--- config.mk ---
export PLATFORM = sky130hd
export DESIGN_NAME = arj_result_regs
export DESIGN_NICKNAME = d
export VERILOG_FILES = /design/src/shared/arj_pkg.sv /design/src/design/arj_result_regs.sv
export SDC_FILE = /design/constraint.sdc
export NUM_CORES = 1
export LEC_CHECK = 0
export BUFFER_PORTS_ARGS = -buffer_cell sky130_fd_sc_hd__buf_2
export CAP_MARGIN = 20
export CORE_UTILIZATION = 40
export DETAILED_ROUTE_END_ITERATION = 6
export PLACE_DENSITY = 0.76
export SLEW_MARGIN = 20
export SYNTH_ARGS = -nofsm -noshare
export SYNTH_HDL_FRONTEND = slang
export SYNTH_SLANG_ARGS = --single-unit
--- constraint.sdc ---
create_clock -name mclk -period 1.5 [get_ports mclk]
set_input_delay 0.225 -clock mclk [delete_from_list [all_inputs] [get_ports mclk]]
set_output_delay 0.225 -clock mclk [all_outputs]
set_load 0.01 [all_outputs]
--- src/shared/arj_pkg.sv ---
// package with register map and field layout for the result registers
package arj_pkg;
    localparam int RES_W = 10;
    localparam int BYTE_W = 8;
    localparam logic [11:0] OFF_HIGH = 12'h000;
    localparam logic [11:0] OFF_LOW = 12'h004;
    localparam logic [11:0] OFF_CTRL = 12'h008;
    localparam int FMT_BIT = 0;
    localparam int BUSY_BIT = 1;
    localparam logic [1:0] HTRANS_IDLE = 2'h0;
    localparam logic [1:0] HTRANS_NONSEQ = 2'h2;
    localparam logic [2:0] HSIZE_WORD = 3'h2;
    localparam logic FMT_LEFT = 1'b0;
    localparam logic FMT_RIGHT = 1'b1;
    localparam int ADDR_W = 12;
    localparam logic [11:0] ADDR_RESET = 12'h000;
    localparam logic [31:0] RDATA_ZERO = 32'h0000_0000;
    localparam logic HREADY_ON = 1'h1;
    localparam logic HRESP_OKAY = 1'h0;
    localparam int LEFT_HIGH_SHIFT = 2;
    localparam int LEFT_LOW_POS = 6;
    localparam int RIGHT_HIGH_SHIFT = 8;
    localparam int RIGHT_HIGH_BITS = 2;
endpackage

--- src/design/arj_result_regs.sv ---
// result byte registers with left or right justification, ahb-lite slave
`timescale 1ns/1ps
module arj_result_regs (
    input wire logic mclk,
    input wire logic rst_n,
    input wire logic hsel,
    input wire logic [31:0] haddr,
    input wire logic [1:0] htrans,
    input wire logic hwrite,
    input wire logic [2:0] hsize,
    input wire logic [31:0] hwdata,
    input wire logic hready,
    output logic [31:0] hrdata,
    output logic hreadyout,
    output logic hresp,
    input wire logic conv_done,
    input wire logic [9:0] conversion_result,
    output logic result_format_select
);
    logic [7:0] result_high_byte;
    logic [7:0] result_low_byte;
    logic conv_busy;
    logic addr_valid;
    logic ap_write;
    logic ap_read;
    logic [11:0] ap_addr;
    logic dp_write;
    logic [11:0] dp_addr;
    logic wr_high;
    logic wr_low;
    logic wr_ctrl;
    logic rd_high;
    logic rd_low;
    logic rd_ctrl;
    logic busy_clear;
    wire logic [7:0] left_high;
    wire logic [7:0] left_low;
    wire logic [7:0] right_high;
    wire logic [7:0] right_low;
    logic [7:0] next_high;
    logic [7:0] next_low;
    logic [31:0] next_rdata;
    logic next_format;
    logic next_busy;

    // transfer qualification in the address phase
    assign addr_valid = hsel && hready
        && (htrans == arj_pkg::HTRANS_NONSEQ);
    assign ap_write = addr_valid && hwrite;
    assign ap_read = addr_valid && !hwrite;
    assign ap_addr = haddr[arj_pkg::ADDR_W-1:0];

    // write data phase flag
    always_ff @(posedge mclk) begin
        if (!rst_n) begin
            dp_write <= 1'h0;
        end else begin
            dp_write <= ap_write;
        end
    end

    // write data phase address
    always_ff @(posedge mclk) begin
        if (!rst_n) begin
            dp_addr <= arj_pkg::ADDR_RESET;
        end else if (ap_write) begin
            dp_addr <= ap_addr;
        end
    end

    // write decode in the data phase
    assign wr_high = dp_write && (dp_addr == arj_pkg::OFF_HIGH);
    assign wr_low = dp_write && (dp_addr == arj_pkg::OFF_LOW);
    assign wr_ctrl = dp_write && (dp_addr == arj_pkg::OFF_CTRL);

    // read decode in the address phase
    assign rd_high = ap_read && (ap_addr == arj_pkg::OFF_HIGH);
    assign rd_low = ap_read && (ap_addr == arj_pkg::OFF_LOW);
    assign rd_ctrl = ap_read && (ap_addr == arj_pkg::OFF_CTRL);

    // read data select, unmapped offsets read zero
    always_comb begin
        next_rdata = arj_pkg::RDATA_ZERO;
        if (rd_high) begin
            next_rdata[arj_pkg::BYTE_W-1:0] = result_high_byte;
        end
        if (rd_low) begin
            next_rdata[arj_pkg::BYTE_W-1:0] = result_low_byte;
        end
        if (rd_ctrl) begin
            next_rdata[arj_pkg::FMT_BIT] = result_format_select;
            next_rdata[arj_pkg::BUSY_BIT] = conv_busy;
        end
    end

    // read data, held until the next read
    always_ff @(posedge mclk) begin
        if (!rst_n) begin
            hrdata <= arj_pkg::RDATA_ZERO;
        end else if (ap_read) begin
            hrdata <= next_rdata;
        end
    end

    // zero wait states
    always_ff @(posedge mclk) begin
        if (!rst_n) begin
            hreadyout <= arj_pkg::HREADY_ON;
        end else begin
            hreadyout <= arj_pkg::HREADY_ON;
        end
    end

    // every answer is okay
    always_ff @(posedge mclk) begin
        if (!rst_n) begin
            hresp <= arj_pkg::HRESP_OKAY;
        end else begin
            hresp <= arj_pkg::HRESP_OKAY;
        end
    end

    // format select control
    always_comb begin
        next_format = result_format_select;
        if (wr_ctrl) begin
            next_format = hwdata[arj_pkg::FMT_BIT];
        end
    end

    always_ff @(posedge mclk) begin
        if (!rst_n) begin
            result_format_select <= arj_pkg::FMT_LEFT;
        end else begin
            result_format_select <= next_format;
        end
    end

    // done flag: write one clears, a landing conversion wins
    assign busy_clear = wr_ctrl && hwdata[arj_pkg::BUSY_BIT];

    always_comb begin
        next_busy = conv_busy;
        if (busy_clear) begin
            next_busy = 1'h0;
        end
        if (conv_done) begin
            next_busy = 1'h1;
        end
    end

    always_ff @(posedge mclk) begin
        if (!rst_n) begin
            conv_busy <= 1'h0;
        end else begin
            conv_busy <= next_busy;
        end
    end

    // per-bit placement of the result in both formats
    for (genvar b = 0; b < arj_pkg::BYTE_W; b++) begin : g_bit
        assign left_high[b] =
            conversion_result[b + arj_pkg::LEFT_HIGH_SHIFT];
        assign right_low[b] = conversion_result[b];
        if (b >= arj_pkg::LEFT_LOW_POS) begin : g_left_low
            assign left_low[b] =
                conversion_result[b - arj_pkg::LEFT_LOW_POS];
        end else begin : g_left_pad
            assign left_low[b] = 1'h0;
        end
        if (b < arj_pkg::RIGHT_HIGH_BITS) begin : g_right_high
            assign right_high[b] =
                conversion_result[b + arj_pkg::RIGHT_HIGH_SHIFT];
        end else begin : g_right_pad
            assign right_high[b] = 1'h0;
        end
    end

    // high byte chosen by the current format
    always_comb begin
        if (result_format_select == arj_pkg::FMT_LEFT) begin
            next_high = left_high;
        end else begin
            next_high = right_high;
        end
    end

    // low byte chosen by the current format
    always_comb begin
        if (result_format_select == arj_pkg::FMT_LEFT) begin
            next_low = left_low;
        end else begin
            next_low = right_low;
        end
    end

    // high byte: no reset, writable, a conversion wins
    always_ff @(posedge mclk) begin
        if (conv_done) begin
            result_high_byte <= next_high;
        end else if (wr_high) begin
            result_high_byte <= hwdata[arj_pkg::BYTE_W-1:0];
        end
    end

    // low byte: no reset, writable, a conversion wins
    always_ff @(posedge mclk) begin
        if (conv_done) begin
            result_low_byte <= next_low;
        end else if (wr_low) begin
            result_low_byte <= hwdata[arj_pkg::BYTE_W-1:0];
        end
    end
endmodule

# Word-level counts from Yosys, hierarchy flattened
# Cells that the tools add are included.
[totals] in_bits=85 out_inout_bits=35 register_bits=39
[op_classes] n_reduce_logical=17 n_mux=11 n_eq_ne=5
[ops] operator="$mux 8" count=8
[ops] operator="$eq 12x3->1 const B" count=2
[ops] operator="$eq 12x4->1 const B" count=2
[ops] operator="$logic_not 12->1" count=2
[ops] operator="$logic_and 1x1->1" count=11
[ops] operator="$reduce_bool 2->1" count=3
[ops] operator="$eq 2x2->1 const B" count=1
[ops] operator="$mux 1" count=2
[ops] operator="$mux 2" count=1
[ops] operator="$logic_not 1->1" count=1

# Logic depth before layout (Yosys ltp)
# Gate-level depths: netlist (run 1).
[logic_depth] depth_word=7 depth_mapped=5

# Worst setup path after synthesis (run 1)
# No wires, ideal clock.
[synth_path] path_kind="reg-to-reg" from="reg dp_addr[5]" to="reg result_low_byte[0], enable pin" arrival_ns=1.077 setup_ns=0.331 required_ns=1.169 synth_period_minus_slack_ns=1.407 stages_incl_launch_ff=4 slack_ns=0.093 path_cell_list="dfxtp_1 -> nor4b_1 -> and4b_1 -> a31o_1"
[synth_via] elab_chain_len=3
[synth_rtl] item="start, declared" line_no="arj_result_regs.sv:28" rtl="logic [11:0] dp_addr;"
[synth_rtl] item="start signal, assigned" line_no="arj_result_regs.sv:65" rtl="dp_addr <= arj_pkg::ADDR_RESET;"
[synth_rtl] item="start signal, assigned" line_no="arj_result_regs.sv:67" rtl="dp_addr <= ap_addr;"
[synth_rtl] item="$eq 12x3->1" line_no="arj_result_regs.sv:73" rtl="assign wr_low = dp_write && (dp_addr == arj_pkg::OFF_LOW);"
[synth_rtl] item="$logic_and 1x1->1" line_no="arj_result_regs.sv:73"
[synth_rtl] item="$reduce_bool 2->1 (no line)"
[synth_rtl] item="end signal, assigned" line_no="arj_result_regs.sv:209" rtl="result_low_byte <= next_low;"
[synth_rtl] item="end signal, assigned" line_no="arj_result_regs.sv:211" rtl="result_low_byte <= hwdata[arj_pkg::BYTE_W-1:0];"
[synth_rtl] item="end, declared" line_no="arj_result_regs.sv:21" rtl="logic [7:0] result_low_byte;"
# No other way between the ends.
# A chain may end at the register's enable or synchronous reset.

# Worst setup path in the final report (run 1)
[layout_path] from="reg dp_addr[1]" to="reg result_low_byte[4], enable pin"
# Same word-level chain as after synthesis.

==> results.sh, run 1 <==
export IMPL_h_tree_depth=2
export IMPL_cts_setup_buffers=0
export IMPL_cp_arrival_ps=1460
export IMPL_r2r_slack_ps=50
export IMPL_cts_resized=0
export IMPL_place_port_buffers=46
export IMPL_grt_setup_unrepaired="true"
export IMPL_max_freq_mhz=691
export IMPL_final_setup_viol_count=0
export IMPL_critPathKind="register to register"
export IMPL_endpoint_kind="register"
export IMPL_power_density_nw_per_um2=849
export IMPL_clk_latency_ps=290
export IMPL_synth_seq_area_share_pct=43.9
export IMPL_avgRoutedWirePerCell_um=12.9
export IMPL_cts_sinks=39
export IMPL_ys_seq_elements=39
export IMPL_viasPerCell=4.92
export IMPL_drv_slew=0
export IMPL_die_x_um=75.2
export IMPL_reg2reg_depth=4
export IMPL_vias=1613
export IMPL_start_util_pct=41.7
export IMPL_clkTransAtPathRegs_ps=70
export IMPL_post_route_cells_drive_above_1_share_pct=29.8
export IMPL_final_cell_mix="buf_2 (46), conb_1 (26), dfxtp_1 (21)"
export IMPL_peakVddDrop_v=0.000486
export IMPL_hold_violations=0
export IMPL_synth_warning_count=0
export IMPL_finClkSkew_ps=4.21
export IMPL_drc=0
export IMPL_gp_congestion=0.794
export IMPL_antenna_found_initial=0
export IMPL_tritoncts="yes"
export IMPL_r2r_start="dp_addr[1]"
export IMPL_synthCells=211
export IMPL_std_cell_rows=26
export IMPL_synth_top_area_cell="edfxtp_1"
export IMPL_hold_path_class="input port to register"
export IMPL_dpl_hpwl_um=3210
export IMPL_crit_fanout=4
export IMPL_whs_path_depth=3
export IMPL_io_pins=120
export IMPL_cp_required_ps=1510
export IMPL_drt_initial_drc_count=113
export IMPL_fin_tns_setup_ps=0
export IMPL_final_common_cell="buf_2"
export IMPL_power_total_w=0.00210
export IMPL_worstHoldEndpoint="result_format_select"
export IMPL_grt_usage_pct=15.5
export IMPL_cts_made_buffers=5
export IMPL_layout_setup_ws_ps=52.0
export IMPL_critPathLaunchType="register"
export IMPL_place_ws_ps=49.3
export IMPL_grt_pass1_wl_um=6620
export IMPL_syn_area_um2=2140
export IMPL_min_delay_start="hwdata[0]"
export IMPL_outcome="complete, no violations"
export IMPL_r2r_end="result_low_byte[4]"
export IMPL_post_route_period_util_pct=96.5
export IMPL_grt_overflow_total=0
export IMPL_min_period_ps=1450
export IMPL_synthTopCellsByArea="edfxtp_1 (22%), dfxtp_1 (21%), buf_4 (9.1%), mux2i_1 (6.1%), o21ai_1 (4.2%)"
export IMPL_grt_pass1_vias=1474
export IMPL_diodes=0
export IMPL_grt_max_degree=26
export IMPL_synth_top_area_share_pct=22.4
export IMPL_routed_wl_um=4230
export IMPL_design_core_area_um2=5140
export IMPL_drt_pre_antenna_iters=4
export IMPL_ant_nets=0
export IMPL_ctsHoldBuffers=0
export IMPL_syn_avg_cell_area_um2=10.2
export IMPL_yosysUniqueCellTypes=36
export IMPL_stdcell_area_um2=2470
export IMPL_drv_cap=0
export IMPL_root_buffer="clkbuf_8"
export IMPL_finalNetCount=342
export IMPL_placedInstanceArea_um2=2370
export IMPL_cts_path_max_buffers=2
export IMPL_areaGrowthSynthToFinish_pct=15.2
export IMPL_die_area_um2=5660
export IMPL_fp_dieH_um=75.2
export IMPL_p_leak_nw=1.09
-- cell type report --
cell class / instances / area [µm²]
clock buffers: 7 / 76.3
clock inverters: 1 / 5.00
fillers: 487 / 2670
inverters: 6 / 22.5
multi-input cells: 149 / 1020
flip-flops and latches: 39 / 943
well taps: 70 / 87.6
repair buffers: 56 / 318
-- kinds of logic after synthesis --
kind of cell           share of synthesized area, %
AOI/OAI and AO/OA                              20.8
DFF                                            43.9
and+or+nand+nor                                15.5
other                                         0.350
buffers and inverters                          13.4
muxes                                          6.07
-- cells in the mapped netlist --
cell,n
o211ai_1,8
a41oi_1,1
dfxtp_1,23
nor4_4,2
buf_2,6
and3_1,1
inv_1,5
and4b_1,2
edfxtp_1,16
conb_1,2
inv_2,1
nand3_1,12
a21boi_1,12
nand4b_1,1
a21oi_1,4
nand4_4,1
nor3_1,1
nor4b_1,2
a21o_1,10
nand2_1,7
nand4_1,1
o31ai_2,6
o21ai_1,18
a31o_1,1
a2bb2oi_1,2
nor2b_1,7
and2_1,1
buf_4,26
nor4_1,2
clkbuf_1,7
and3b_1,1
clkbuf_2,1
nor2_1,6
nor4b_4,1
mux2i_1,13
dlygate4sd1_1,1
-- registers in the layout, summed over array words and instances (netlist names) --
signal,flops
result_high_byte,8
dp_write,1
conv_busy,1
result_format_select,1
dp_addr,12
result_low_byte,8
hrdata,8
-- per-stage QoR --
| stage | util (%) | hold WS, ps | instances |
|---|---|---|---|
| after CTS | 47.8 | 194 | 328 |
| final | 48.1 | 200 | 328 |
| after global placement | 46.2 | 470 | 320 |
| after detailed placement | 46.2 | 480 | 320 |
| after floorplan | - | 364 | 235 |
| after global routing | 48.1 | 214 | 328 |
-- worst max-delay path by stage --
stage                from            endpoint  slack [ps]  cells after the start
5_1_grt        dp_addr[1]  result_low_byte[4]         -20                      4
3_3_place_gp   dp_addr[5]  result_low_byte[5]          30                      4
2_1_floorplan  dp_addr[5]  result_low_byte[0]          90                      3
3_5_place_dp   dp_addr[5]  result_low_byte[2]          50                      4
4_1_cts        dp_addr[5]  result_low_byte[2]          30                      4
6_report       dp_addr[1]  result_low_byte[4]          50                      4
-- critical path: stages (launching register included) --
cell,delay (ps)
dfxtp_2,330
nor4_2,260
and4b_1,270
a31o_1,180
buf_4,140
-- per-layer routing --
layer / up-vias / wire length [µm] / track usage (%)
met1: 759 / 1930 / 20.8
met2: 47 / 2080 / 24.9
met3: 2 / 200 / 3.75
met4: 0 / 30 / 4.73
li1: 805 / - / -
met5: - / 0 / 0
-- report_power, final --
part | leakage, nW | switching [W] | internal [W]
clock network | 0.0422 | 0.000345 | 0.000326
logic | 0.701 | 0.000161 | 0.000108
registers | 0.346 | 0.0000128 | 0.00114
(Power assumes the default switching activity.)
==> run 2: changes to the inputs <==
--- a/config.mk
+++ b/config.mk
@@ -9,6 +9,7 @@
 export CAP_MARGIN = 20
 export CORE_UTILIZATION = 40
 export DETAILED_ROUTE_END_ITERATION = 6
+export MAX_ROUTING_LAYER = met4
 export PLACE_DENSITY = 0.76
 export SLEW_MARGIN = 20
 export SYNTH_ARGS = -nofsm -noshare
==> run 2 against run 1 <==
Routed wire length grew 0.47%. Sequential power hardly changed. Largest cell class unchanged. Total power is essentially flat. Utilization is the same. Critical endpoint unchanged. Critical path depth stayed put. Cell count unchanged. Clock skew rose by 0.92 ps. Clock-buffer cell count unchanged. Global-route usage rose by 0.52 points. Maximum frequency decreased by 0.16%.
==> results.sh, run 2 (same netlist as run 1, synthesis figures left out) <==
export IMPL_outcome="complete, no violations"
export IMPL_grt_pass1_wl_um=6630
export IMPL_grt_pass1_vias=1469
export IMPL_num_fill_cells=487
export IMPL_p_leak_nw=1.09
export IMPL_numPlacedInstances=320
export IMPL_post_route_cells_drive_above_1_share_pct=29.8
export IMPL_critPathLaunchType="register"
export IMPL_tritoncts="yes"
export IMPL_grt_usage_pct=16.0
export IMPL_largest_reg_flops=12
export IMPL_std_cell_rows=26
export IMPL_dpl_hpwl_um=3210
export IMPL_ant_nets=0
export IMPL_max_freq_mhz=690
export IMPL_diodes=0
export IMPL_vias=1619
export IMPL_seq_area_um2=943
export IMPL_multi_input_area_um2=1020
export IMPL_fp_dieH_um=75.2
export IMPL_cts_resized=0
export IMPL_min_period_ps=1450
export IMPL_final_instance_count_excl_fill=328
export IMPL_peakVddDrop_v=0.000488
export IMPL_critPathKind="register to register"
export IMPL_layout_setup_ws_ps=49.7
export IMPL_cp_arrival_ps=1460
export IMPL_root_buffer="clkbuf_8"
export IMPL_viasPerCell=4.94
export IMPL_top_register="dp_addr"
export IMPL_hold_violations=0
export IMPL_clk_latency_ps=290
export IMPL_routed_wl_um=4250
export IMPL_gp_congestion=0.805
export IMPL_drt_pre_antenna_iters=5
export IMPL_post_route_period_util_pct=96.7
export IMPL_final_setup_viol_count=0
export IMPL_power_total_w=0.00210
export IMPL_clkTransAtPathRegs_ps=70
export IMPL_finalNetCount=342
export IMPL_drc=0
export IMPL_grt_setup_unrepaired="true"
export IMPL_design_core_area_um2=5140
export IMPL_whs_path_depth=3
export IMPL_drt_initial_drc_count=107
export IMPL_start_util_pct=41.7
export IMPL_h_tree_depth=2
export IMPL_ctsHoldBuffers=0
export IMPL_cts_path_max_buffers=2
export IMPL_placedInstanceArea_um2=2370
export IMPL_die_x_um=75.2
export IMPL_finClkSkew_ps=5.13
export IMPL_cts_sinks=39
export IMPL_drv_cap=0
export IMPL_final_common_cell="buf_2"
export IMPL_areaGrowthSynthToFinish_pct=15.2
export IMPL_cp_required_ps=1510
export IMPL_place_port_buffers=46
export IMPL_final_cell_mix="buf_2 (46), conb_1 (26), dfxtp_1 (21)"
export IMPL_power_density_nw_per_um2=849
export IMPL_avgRoutedWirePerCell_um=13.0
export IMPL_cts_made_buffers=5
export IMPL_drv_slew=0
export IMPL_crit_fanout=4
export IMPL_io_pins=120
export IMPL_endpoint_kind="register"
export IMPL_reg2reg_depth=4
export IMPL_stdcell_area_um2=2470
export IMPL_place_ws_ps=49.3
export IMPL_grt_overflow_total=0
export IMPL_antenna_found_initial=0
export IMPL_die_area_um2=5660
export IMPL_grt_max_degree=26
export IMPL_cts_setup_buffers=0
export IMPL_hold_path_class="input port to register"
==> run 2: cell counts in the layout (fill, tap and decap cells not counted) <==
Identical to the previous run, type by type.
==> run 2: path summary, 6_finish.rpt <==
| check | from | to | slack, ps |
|---|---|---|---|
| worst max-delay path | dp_addr[1] | result_low_byte[4] | 50 |
| worst max register to register | dp_addr[1] | result_low_byte[4] | 50 |
| worst min-delay path | hwdata[0] | result_format_select | 200 |
| worst min register to register | hrdata[1] | hrdata[1] | 490 |
==> run 2: cell type report <==
class	count	area share, %
clock buffer	7	3.09
sequential	39	38.2
tap	70	3.55
clock inverter	1	0.203
multi-input combinational	149	41.2
inverter	6	0.912
timing repair buffer	56	12.9
==> run 2: metal layers <==
layer  track usage [%]  vias to the layer above  share of wire (%)  routed length [µm]
met5                 -                        -                  0                   0
met4              4.73                        0               0.71                  30
met3              3.61                        2                4.7                 198
met2              24.9                       55                 49                2080
met1              21.0                      757                 46                1950
li1                  -                      805                  -                   -
==> run 2: metrics by stage <==
step	setup TNS, ps	hold WS (ps)	utilization (%)
after floorplan	0	364	-
after global placement	0	470	46.2
after detailed placement	0	480	46.2
after CTS	0	194	47.8
after global routing	-120	214	48.1
final	0	199	48.1
==> run 2: critical path: stages, from the launching register on <==
cell and delay [ps]:
dfxtp_2 330, nor4_2 260, and4b_1 270, a31o_1 180, buf_4 140
==> run 2: power breakdown <==
group          leakage (nW)  total (W)  switching (W)  internal [W]
sequential            0.346    0.00116      0.0000128       0.00114
clock                0.0422   0.000671       0.000345      0.000326
combinational         0.701   0.000270       0.000162      0.000108
total                  1.09    0.00210       0.000519       0.00158
